**src/hdl/integrity_pkg.sv**
```systemverilog
// Constants, register map and types for the memory integrity monitor
// Overview of operation
// - Three states idle, listen, detect; idle after reset.
// - While idle, memories keep storing indications but do not report them.
// - In listen, a seen indication sets the status flag and raises the interrupt.
// - In detect, indication sits in info register, memory index in index register.
// - Separate status bits report idle, detect and listen.
// - Software steps states with a one-shot activate; transitions may take cycles.
// - Activate stays set until next state reached; busy high during transition.
// - First activate after reset clears all detection logic, goes idle to listen.
// - Each memory holds one indication, cleared once read through the monitor.
// - An indication is four flags plus one memory address.
// - Uncorrectable upset with room: set error flag, capture address.
// - Uncorrectable upset without room: set uncorrectable overflow flag.
// - Correctable upset with room: set correctable flag, capture address.
// - Correctable upset without room: set correctable overflow flag.
// - Uncorrectable information takes priority over correctable information.
// - Addresses are captured only in listen; otherwise only flags are set.
// - Upsets found on reads, both kinds, reportable through the interrupt.
// - Reset does not alter memory contents; only power cycle does.
// - Interrupt output feeds system interrupt source bit 21.
package integrity_pkg;
    // Register byte offsets
    localparam logic [4:0] off_control = 5'h00;
    localparam logic [4:0] off_status = 5'h04;
    localparam logic [4:0] off_info = 5'h08;
    localparam logic [4:0] off_index = 5'h0c;
    localparam logic [4:0] off_speed = 5'h10;
    // Control fields
    localparam int ctrl_activate_bit = 0;
    localparam int ctrl_pcie_bit = 1;
    // Status fields
    localparam int stat_idle_bit = 0;
    localparam int stat_detect_bit = 1;
    localparam int stat_listen_bit = 2;
    localparam int stat_busy_bit = 3;
    localparam int stat_indication_bit = 4;
    // Info fields: flags in 3:0, address from bit 8
    localparam int info_err_bit = 0;
    localparam int info_err_ovf_bit = 1;
    localparam int info_cor_bit = 2;
    localparam int info_cor_ovf_bit = 3;
    localparam int info_addr_lsb = 8;
    // Reset values
    localparam logic [15:0] speed_reset = 16'h00ff;
    // Interrupt source slot in the system controller
    localparam int integrity_irq_index = 21;
    // AXI responses
    localparam logic [1:0] resp_okay = 2'h0;
    localparam logic [1:0] resp_slverr = 2'h2;
    // Monitor states
    typedef enum logic [2:0] {
        st_idle = 3'b001,
        st_listen = 3'b010,
        st_detect = 3'b100
    } mon_state_t;
endpackage

```
**src/hdl/memory_integrity_monitor.sv**
```systemverilog
// Memory integrity monitor with AXI4-Lite register access
//
// Added by the designer: the register addresses and the AXI4-Lite interface to the registers.
`timescale 1ns/10ps
`default_nettype none
module memory_integrity_monitor
    import integrity_pkg::*;
#(
    parameter int num_mems = 8,
    parameter int addr_width = 16,
    parameter int pcie_mems = 2
) (
    input wire logic aclk,
    input wire logic aresetn,
    input wire logic [4:0] s_axi_awaddr,
    input wire logic s_axi_awvalid,
    output logic s_axi_awready,
    input wire logic [31:0] s_axi_wdata,
    input wire logic [3:0] s_axi_wstrb,
    input wire logic s_axi_wvalid,
    output logic s_axi_wready,
    output logic [1:0] s_axi_bresp,
    output logic s_axi_bvalid,
    input wire logic s_axi_bready,
    input wire logic [4:0] s_axi_araddr,
    input wire logic s_axi_arvalid,
    output logic s_axi_arready,
    output logic [31:0] s_axi_rdata,
    output logic [1:0] s_axi_rresp,
    output logic s_axi_rvalid,
    input wire logic s_axi_rready,
    input wire logic [num_mems-1:0] mem_read,
    input wire logic [num_mems-1:0] correctable_flag_upset,
    input wire logic [num_mems-1:0] mem_uncor_upset,
    input wire logic [num_mems*addr_width-1:0] mem_read_addr,
    output logic integrity_interrupt
);
    // Width of a memory index, never below one bit
    localparam int idx_w = (num_mems > 1) ? $clog2(num_mems) : 1;

    // Decode of a register byte address
    function automatic logic addr_is(input logic [4:0] a, input logic [4:0] off);
        return a[4:2] == off[4:2];
    endfunction

    // Register and state storage
    mon_state_t state_q, state_d;
    logic activate_q;
    logic pcie_mac_monitor_enable_q;
    logic [15:0] speed_q;
    logic [15:0] div_cnt_q;
    logic first_done_q;
    logic indication_q;
    logic [idx_w:0] scan_q;
    logic [3:0] info_flags_q;
    logic [addr_width-1:0] info_addr_q;
    logic [idx_w-1:0] info_idx_q;
    logic irq_q;
    // Per memory indication store, one indication each
    logic [num_mems-1:0] err_q; // Uncorrectable with address
    logic [num_mems-1:0] err_ovf_q; // Uncorrectable, address lost
    logic [num_mems-1:0] cor_q; // Correctable with address
    logic [num_mems-1:0] cor_ovf_q; // Correctable, address lost
    logic [addr_width-1:0] addr_q [num_mems];

    // Bus handshake storage
    logic aw_held_q, w_held_q;
    logic awready_q, wready_q; // Ready outputs straight from flops
    logic [4:0] awaddr_q;
    logic [31:0] wdata_q;
    logic [3:0] wstrb_q;
    logic bvalid_q, arready_q, rvalid_q;
    logic [1:0] bresp_q, rresp_q;
    logic [31:0] rdata_q;

    // Divider tick paces monitor steps
    wire tick = (div_cnt_q == 16'h0000);

    // Memories allowed to report; PCIe MAC memories sit at the top indices
    logic [num_mems-1:0] mem_enabled;
    genvar g;
    generate
        for (g = 0; g < num_mems; g++) begin : gen_en
            assign mem_enabled[g] = (g < num_mems - pcie_mems) || pcie_mac_monitor_enable_q;
        end
    endgenerate

    // Pending indications of memories allowed to report
    wire [num_mems-1:0] has_ind = (err_q | err_ovf_q | cor_q | cor_ovf_q) & mem_enabled;
    wire any_ind = |has_ind;
    wire in_listen = (state_q == st_listen);
    wire in_detect = (state_q == st_detect);
    wire in_idle = (state_q == st_idle);
    // Report only while listening; idle and detect stay quiet
    wire report = in_listen && any_ind;
    wire scan_at_end = (scan_q >= (idx_w+1)'(num_mems));
    wire [idx_w-1:0] scan_idx = scan_q[idx_w-1:0];
    wire scan_hit = !scan_at_end && has_ind[scan_idx];

    // Write decode
    wire wr_fire = aw_held_q && w_held_q && !bvalid_q;
    wire wr_ctrl = wr_fire && addr_is(awaddr_q, off_control);
    wire wr_speed = wr_fire && addr_is(awaddr_q, off_speed);
    wire wr_ok = addr_is(awaddr_q, off_control) || addr_is(awaddr_q, off_speed);
    // Activate request, one-shot set by software
    wire act_set = wr_ctrl && wstrb_q[0] && wdata_q[ctrl_activate_bit];

    // Step logic: a step happens on a divider tick while activate is pending
    wire step = activate_q && tick;
    // Leaving detect clears the indication that was read
    wire consume = step && in_detect;
    wire first_step = step && in_idle && !first_done_q;
    // Transition completes when the next state is reached
    logic step_done;
    always_comb begin
        state_d = state_q;
        step_done = 1'b0;
        case (state_q)
            st_idle: begin
                // A memory without an indication is passed in one step
                if (step) begin
                    if (!first_done_q || scan_at_end) begin
                        state_d = st_listen;
                        step_done = 1'b1;
                    end else if (scan_hit) begin
                        state_d = st_detect;
                        step_done = 1'b1;
                    end
                end
            end
            st_listen: begin
                if (step) begin
                    state_d = st_idle;
                    step_done = 1'b1;
                end
            end
            st_detect: begin
                // Activate stays pending so the scan goes on
                if (step) begin
                    state_d = st_idle;
                end
            end
            default: state_d = st_idle;
        endcase
    end

    // Monitor state register
    always_ff @(posedge aclk) begin
        if (!aresetn) begin
            state_q <= st_idle;
        end else begin
            state_q <= state_d;
        end
    end

    // Activate stays pending until a state is reached
    always_ff @(posedge aclk) begin
        if (!aresetn) begin
            activate_q <= 1'b0;
        end else if (step_done) begin
            activate_q <= 1'b0;
        end else if (act_set) begin
            activate_q <= 1'b1;
        end
    end

    // Divider, scan pointer and first-activate tracking
    always_ff @(posedge aclk) begin
        if (!aresetn) begin
            div_cnt_q <= speed_reset;
            first_done_q <= 1'b0;
            scan_q <= '0;
        end else begin
            // Reload while nothing is pending, so a first step waits a full period
            div_cnt_q <= (tick || !activate_q) ? speed_q : div_cnt_q - 16'h0001;
            if (first_step) begin
                first_done_q <= 1'b1;
            end
            if (state_q == st_listen && state_d == st_idle) begin
                scan_q <= '0;
            end else if (step && in_idle && first_done_q && !scan_at_end) begin
                scan_q <= scan_q + (idx_w+1)'(1);
            end
        end
    end

    // Presented indication for the detect state
    always_ff @(posedge aclk) begin
        if (!aresetn) begin
            info_flags_q <= 4'h0;
            info_addr_q <= '0;
            info_idx_q <= '0;
        end else if (step && in_idle && scan_hit && first_done_q) begin
            // Loaded on the step that stops in detect
            info_flags_q <= {cor_ovf_q[scan_idx], cor_q[scan_idx],
                             err_ovf_q[scan_idx], err_q[scan_idx]};
            info_addr_q <= addr_q[scan_idx];
            info_idx_q <= scan_idx;
        end
    end

    // Per memory detection logic
    generate
        for (g = 0; g < num_mems; g++) begin : gen_mem
            // Upsets count only with a read strobe
            wire unc = mem_read[g] && mem_uncor_upset[g];
            wire cor = mem_read[g] && correctable_flag_upset[g] && !mem_uncor_upset[g];
            wire room = in_listen && !err_q[g] && !cor_q[g];
            wire room_unc = in_listen && !err_q[g];
            wire cor_info = cor_q[g] || cor_ovf_q[g];
            wire clr = (consume && info_idx_q == idx_w'(g)) || first_step;
            always_ff @(posedge aclk) begin
                if (!aresetn) begin
                    err_q[g] <= 1'b0;
                    err_ovf_q[g] <= 1'b0;
                    cor_q[g] <= 1'b0;
                    cor_ovf_q[g] <= 1'b0;
                    // Only this copy is reset; the memory arrays keep their contents
                    addr_q[g] <= '0;
                end else begin
                    // Upset flags win over a same-cycle clear
                    if (unc && room_unc) begin
                        err_q[g] <= 1'b1;
                        cor_q[g] <= 1'b0;
                        cor_ovf_q[g] <= cor_info; // Correctable address given up
                        addr_q[g] <= mem_read_addr[g*addr_width +: addr_width];
                    end else if (clr) begin
                        err_q[g] <= 1'b0;
                        cor_q[g] <= 1'b0;
                        cor_ovf_q[g] <= cor && !room;
                    end else if (cor && room) begin
                        cor_q[g] <= 1'b1;
                        addr_q[g] <= mem_read_addr[g*addr_width +: addr_width];
                    end else if (cor) begin
                        cor_ovf_q[g] <= 1'b1;
                    end
                    if (unc && !room_unc) begin
                        err_ovf_q[g] <= 1'b1;
                    end else if (clr) begin
                        err_ovf_q[g] <= 1'b0;
                    end
                end
            end
        end
    endgenerate

    // Indication status and interrupt
    always_ff @(posedge aclk) begin
        if (!aresetn) begin
            indication_q <= 1'b0;
            irq_q <= 1'b0;
        end else begin
            indication_q <= report;
            irq_q <= report;
        end
    end

    // Software-written configuration
    always_ff @(posedge aclk) begin
        if (!aresetn) begin
            speed_q <= speed_reset;
            pcie_mac_monitor_enable_q <= 1'b0;
        end else begin
            // Divider takes byte lanes 0 and 1
            if (wr_speed) begin
                if (wstrb_q[0]) speed_q[7:0] <= wdata_q[7:0];
                if (wstrb_q[1]) speed_q[15:8] <= wdata_q[15:8];
            end
            if (wr_ctrl && wstrb_q[0]) begin
                pcie_mac_monitor_enable_q <= wdata_q[ctrl_pcie_bit];
            end
        end
    end

    // Write channel: address and data taken in either order
    always_ff @(posedge aclk) begin
        if (!aresetn) begin
            aw_held_q <= 1'b0;
            w_held_q <= 1'b0;
            awready_q <= 1'b1;
            wready_q <= 1'b1;
            awaddr_q <= 5'h00;
            wdata_q <= 32'h0000_0000;
            wstrb_q <= 4'h0;
            bvalid_q <= 1'b0;
            bresp_q <= resp_okay;
        end else begin
            if (s_axi_awvalid && !aw_held_q) begin
                aw_held_q <= 1'b1;
                awready_q <= 1'b0;
                awaddr_q <= s_axi_awaddr;
            end
            if (s_axi_wvalid && !w_held_q) begin
                w_held_q <= 1'b1;
                wready_q <= 1'b0;
                wdata_q <= s_axi_wdata;
                wstrb_q <= s_axi_wstrb;
            end
            // Response stands until the master takes it
            if (wr_fire) begin
                bvalid_q <= 1'b1;
                bresp_q <= wr_ok ? resp_okay : resp_slverr;
            end else if (bvalid_q && s_axi_bready) begin
                bvalid_q <= 1'b0;
                aw_held_q <= 1'b0;
                w_held_q <= 1'b0;
                awready_q <= 1'b1;
                wready_q <= 1'b1;
            end
        end
    end

    // Read data selection
    wire [31:0] stat_word = 32'({
        indication_q,
        activate_q,
        in_listen,
        in_detect,
        in_idle});
    wire [31:0] info_word = 32'({
        info_addr_q,
        4'h0,
        info_flags_q});
    logic [31:0] rd_word;
    logic rd_ok;
    always_comb begin
        rd_ok = 1'b1;
        if (addr_is(s_axi_araddr, off_control)) begin
            rd_word = 32'({pcie_mac_monitor_enable_q, activate_q});
        end else if (addr_is(s_axi_araddr, off_status)) begin
            rd_word = stat_word;
        end else if (addr_is(s_axi_araddr, off_info)) begin
            rd_word = info_word;
        end else if (addr_is(s_axi_araddr, off_index)) begin
            rd_word = 32'(info_idx_q);
        end else if (addr_is(s_axi_araddr, off_speed)) begin
            rd_word = 32'(speed_q);
        end else begin
            rd_word = 32'h0000_0000;
            rd_ok = 1'b0;
        end
    end

    // Read channel
    always_ff @(posedge aclk) begin
        if (!aresetn) begin
            arready_q <= 1'b0;
            rvalid_q <= 1'b0;
            rdata_q <= 32'h0000_0000;
            rresp_q <= resp_okay;
        end else begin
            arready_q <= 1'b0;
            // One read at a time: no accept while an answer stands
            if (s_axi_arvalid && !arready_q && !rvalid_q) begin
                arready_q <= 1'b1;
                rvalid_q <= 1'b1;
                rdata_q <= rd_word;
                rresp_q <= rd_ok ? resp_okay : resp_slverr;
            end else if (rvalid_q && s_axi_rready) begin
                rvalid_q <= 1'b0;
            end
        end
    end

    assign s_axi_awready = awready_q;
    assign s_axi_wready = wready_q;
    assign s_axi_bvalid = bvalid_q;
    assign s_axi_bresp = bresp_q;
    assign s_axi_arready = arready_q;
    assign s_axi_rvalid = rvalid_q;
    assign s_axi_rdata = rdata_q;
    assign s_axi_rresp = rresp_q;
    assign integrity_interrupt = irq_q;
endmodule // memory_integrity_monitor
`default_nettype wire

```
**config.mk**
```make
export PLATFORM = sky130hd
export DESIGN_NAME = memory_integrity_monitor
export DESIGN_NICKNAME = d
export VERILOG_FILES = /design/src/hdl/integrity_pkg.sv /design/src/hdl/memory_integrity_monitor.sv
export SDC_FILE = /design/constraint.sdc
export NUM_CORES = 1
export LEC_CHECK = 0
export ABC_AREA = 1
export BUFFER_PORTS_ARGS = -buffer_cell sky130_fd_sc_hd__buf_2
export CORE_ASPECT_RATIO = 2
export CORE_MARGIN = 5
export CORE_UTILIZATION = 55
export CTS_CLUSTER_DIAMETER = 60
export DETAILED_ROUTE_END_ITERATION = 16
export HOLD_SLACK_MARGIN = 0.06
export PLACE_DENSITY = 0.79
export SETUP_SLACK_MARGIN = 0.5
export SKIP_LAST_GASP = 1
export SYNTH_ARGS = -nofsm -noshare
export SYNTH_HDL_FRONTEND = slang
export SYNTH_SLANG_ARGS = --single-unit
```
**constraint.sdc**
```tcl
create_clock -name aclk -period 2.7 [get_ports aclk]
set_input_delay 0.27 -clock aclk [delete_from_list [all_inputs] [get_ports aclk]]
set_output_delay 0.27 -clock aclk [all_outputs]
set_load 0.005 [all_outputs]
```
==> impl_metrics.env <==
export IMPL_yosysSeqAreaShare_pct=52.6
export IMPL_cp_max_fo=11
export IMPL_antenna_found_initial=1
export IMPL_ys_types=51
export IMPL_cts_htree_levels=1
export IMPL_crit_chain="inv_1 -> ha_2 -> nand2_2 -> nor2_1 -> nand3_2 -> nor3_4 -> nand2_2 -> nor2_4 -> buf_6 -> nand2_8 -> nand2_2 -> nand2_1 -> nor2_1"
export IMPL_syn_to_final_growth_pct=28.9
export IMPL_report_final_hold_viol_count=0
export IMPL_grt_pass1_wl_mm=63.9
export IMPL_clk_pin_slew_ps=70
export IMPL_wl_per_cell_um=18.2
export IMPL_fin_crit_ps=2130
export IMPL_clock_path_buffers=3
export IMPL_numCtsBuffers=25
export IMPL_synth_edf_count=128
export IMPL_cts_tree="built"
export IMPL_critical_path_required_ps=3180
export IMPL_drt_initial_drc_count=843
export IMPL_power_density_mw_per_mm2=543
export IMPL_dp_hpwl_mm=27.9
export IMPL_vias=12600
export IMPL_num_nets_final=2206
export IMPL_maxSlewViolCount=0
export IMPL_drc_errors=0
export IMPL_place_congestion=0.956
export IMPL_gr_total_overflow=0
export IMPL_mappedNetlistArea_mm2=0.0131
export IMPL_rsz0062_at_grt="yes"
export IMPL_yosys_top_cells_area="edfxtp_1, dfxtp_1, nor2_1"
export IMPL_final_cell_mix="nor2_1, inv_1, nand2_1, buf_2, dfxtp_1"
export IMPL_synth_top_area_share_pct=29.4
export IMPL_start_util_pct=55.2
export IMPL_p_leak_nw=7.65
export IMPL_cp_start_kind="flip-flop"
export IMPL_die_area_mm2=0.0272
export IMPL_endpoint="info_addr_q[2]$_SDFFE_PN0P_"
export IMPL_vdd_drop_max_mv=0.628
export IMPL_cp_depth=13
export IMPL_grt_pass1_vias=12800
export IMPL_dpl_cell_area_mm2=0.0144
export IMPL_r2r_start="div_cnt_q[0]$_SDFF_PN1_"
export IMPL_max_freq_mhz=469
export IMPL_track_usage_pct=29.4
export IMPL_ff2ff_setup_slack_ps=570
export IMPL_setup_viol=0
export IMPL_clock_sinks=280
export IMPL_worst_path_max_delay_cell="dfxtp_1"
export IMPL_status="finished, final reports clean"
export IMPL_slowest_delay_ps=310
export IMPL_fp_coreArea_mm2=0.0237
export IMPL_layout_commonest_cell="nor2_1"
export IMPL_synth_cells=1650
export IMPL_clk_latency_ps=540
export IMPL_fin_crit_sh_pct=78.9
export IMPL_ys_warn_count=0
export IMPL_multi_input_area_mm2=0.00504
export IMPL_io_buffer_count=214
export IMPL_die_y_um=228
export IMPL_first_pass_iters=5
export IMPL_max_slew_margin_rel_pct=45.0
export IMPL_tightestPinTransition_ps=825
export IMPL_pin_count=247
export IMPL_synth_top_area_cell="edfxtp_1"
export IMPL_fin_area_mm2=0.0169
export IMPL_nFillCells=1739
export IMPL_avgViaCountPerCell=5.48
export IMPL_finalPower_mw=9.17
export IMPL_grt_max_degree=52
export IMPL_path_class="reg2reg"
export IMPL_num_rows=80
export IMPL_hold_slack_ps=58.4
export IMPL_avgSynthCellArea_um2=7.93
export IMPL_hold_path_class="in2reg"
export IMPL_drive_gt1_share_pct=17.6
export IMPL_postRouteWirelength_mm=42.0
export IMPL_cp_top_family="simple AND/OR/NAND/NOR gates"
export IMPL_die_w_um=119
export IMPL_cts_root_buffer="clkbuf_16"
export IMPL_r2r_end="info_addr_q[2]$_SDFFE_PN0P_"
export IMPL_register_area_mm2=0.00690
export IMPL_startpoint="div_cnt_q[0]$_SDFF_PN1_"
export IMPL_ys_seq_elements=280
export IMPL_cp_arrival_ps=2610
export IMPL_cp_end_kind="flip-flop"
export IMPL_reg2reg_depth=13
export IMPL_maxCapViolCount=0
export IMPL_ys_flop_type="dfxtp_1"
export IMPL_setup_tns_ps=0
export IMPL_skew_ps=13.5
export IMPL_final_antenna_net_count=0
export IMPL_crit_top_cell="nand2_2"
export IMPL_crit_buf_inv=2
export IMPL_ys_async_sr_fraction_pct=0
[registers in the layout, indices dropped and copies added (netlist names), 2 cells and up]
register / flops
s_axi_rdata: 24
info_idx_q: 3
awaddr_q: 3
wstrb_q: 2
info_flags_q: 4
div_cnt_q: 16
info_addr_q: 16
scan_q: 4
addr_q: 128
err_q: 8
err_ovf_q: 8
state_q: 3
wdata_q: 16
speed_q: 16
cor_q: 8
cor_ovf_q: 8
[worst min path at each step]
stage / start / to / slack (ps) / cells after the start
floorplan: s_axi_rready / s_axi_rvalid$_SDFFE_PN0P_ / 380 / 1
global placement: s_axi_wready$_SDFF_PN1_ / s_axi_wready$_SDFF_PN1_ / 430 / 2
detailed placement: s_axi_wready$_SDFF_PN1_ / s_axi_wready$_SDFF_PN1_ / 430 / 2
CTS: mem_read_addr[93] / addr_q[5][13]$_DFFE_PP_ / 60 / 3
global route: mem_read_addr[110] / addr_q[6][14]$_DFFE_PP_ / 60 / 3
finish: mem_read_addr[29] / addr_q[1][13]$_DFFE_PP_ / 60 / 3
[routing by layer]
| metal | GRT usage [%] | vias up | routed length (um) |
|---|---|---|---|
| li1 | - | 6037 | - |
| met2 | 53.9 | 612 | 22000 |
| met5 | 0 | - | 0 |
| met4 | 22.0 | 0 | 3620 |
| met3 | 4.12 | 196 | 2490 |
| met1 | 29.4 | 5791 | 13800 |
[cells in the mapped netlist (6+ instances only)]
cell	instances
edfxtp_1	128
nand2_1	234
a211oi_1	8
nor2_1	351
nand3_1	108
nand3b_1	6
o211ai_1	15
clkbuf_1	44
nand2_2	21
o221ai_1	20
buf_1	9
xor2_1	6
inv_1	251
o21ai_1	8
o21ai_0	105
o22ai_1	15
dfxtp_1	152
a21oi_1	50
buf_4	10
nor3_1	21
nand4_1	14
buf_2	11
a22oi_1	11
[final cells by class]
| type | instances | share of cell area, % |
|---|---|---|
| Sequential cell | 280 | 40.8 |
| Multi-Input combinational cell | 1049 | 29.9 |
| Timing Repair Buffer | 386 | 16.3 |
| Inverter | 256 | 5.76 |
| Clock buffer | 30 | 3.99 |
| Tap cell | 287 | 2.13 |
| Clock inverter | 16 | 1.13 |
| Antenna cell | 2 | 0.0296 |
[through the flow]
stage | setup WS [ps] | std cells | utilization [%]
2_1_floorplan | 695 | 1659 | -
3_3_place_gp | 450 | 2111 | 60.8
3_5_place_dp | 355 | 2111 | 60.8
4_1_cts | 509 | 2292 | 70.2
5_1_grt | 449 | 2305 | 71.1
6_report | 569 | 2306 | 71.2
[worst register-to-register path, cell delays in order, from the launching register on]
cell,delay [ps]
dfxtp_1,310
inv_1,70
ha_2,200
nand2_2,100
nor2_1,140
nand3_2,140
nor3_4,290
nand2_2,120
nor2_4,190
buf_6,170
nand2_8,120
nand2_2,80
nand2_1,50
nor2_1,90
[kinds of logic (layout without fill, tap and decap cells)]
logic type,Yosys count,after routing,synth area share (%)
AOI/OAI and AO/OA,248,248,11.2
DFF,280,280,52.6
adders and majority gates,3,3,0.287
and+or+nand+nor,777,780,25.2
other,1,12,0.0286
xor gates and xnor gates,7,7,0.468
muxes,1,1,0.0765
buffers and inverters,333,688,10.1
[timing repair]
| item | CTS | global route |
|---|---|---|
| gates cloned | 0 | 3 |
| hold buffers | 135 | 0 |
| resized for setup | 6 | 25 |
| hold endpoints to repair | 129 | 0 |
| pin swaps | 0 | 3 |
| endpoints found under the setup margin | 98 | 96 |
| setup buffers | 0 | 9 |
[report_power, final]
| group | leakage (nW) | switching, mW | internal [mW] | total, mW |
|---|---|---|---|---|
| Combinational | 4.67 | 0.434 | 0.357 | 0.791 |
| Clock | 0.428 | 1.61 | 2.17 | 3.78 |
| Sequential | 2.56 | 0.0568 | 4.54 | 4.60 |
Power figures use the tool's default switching activity.
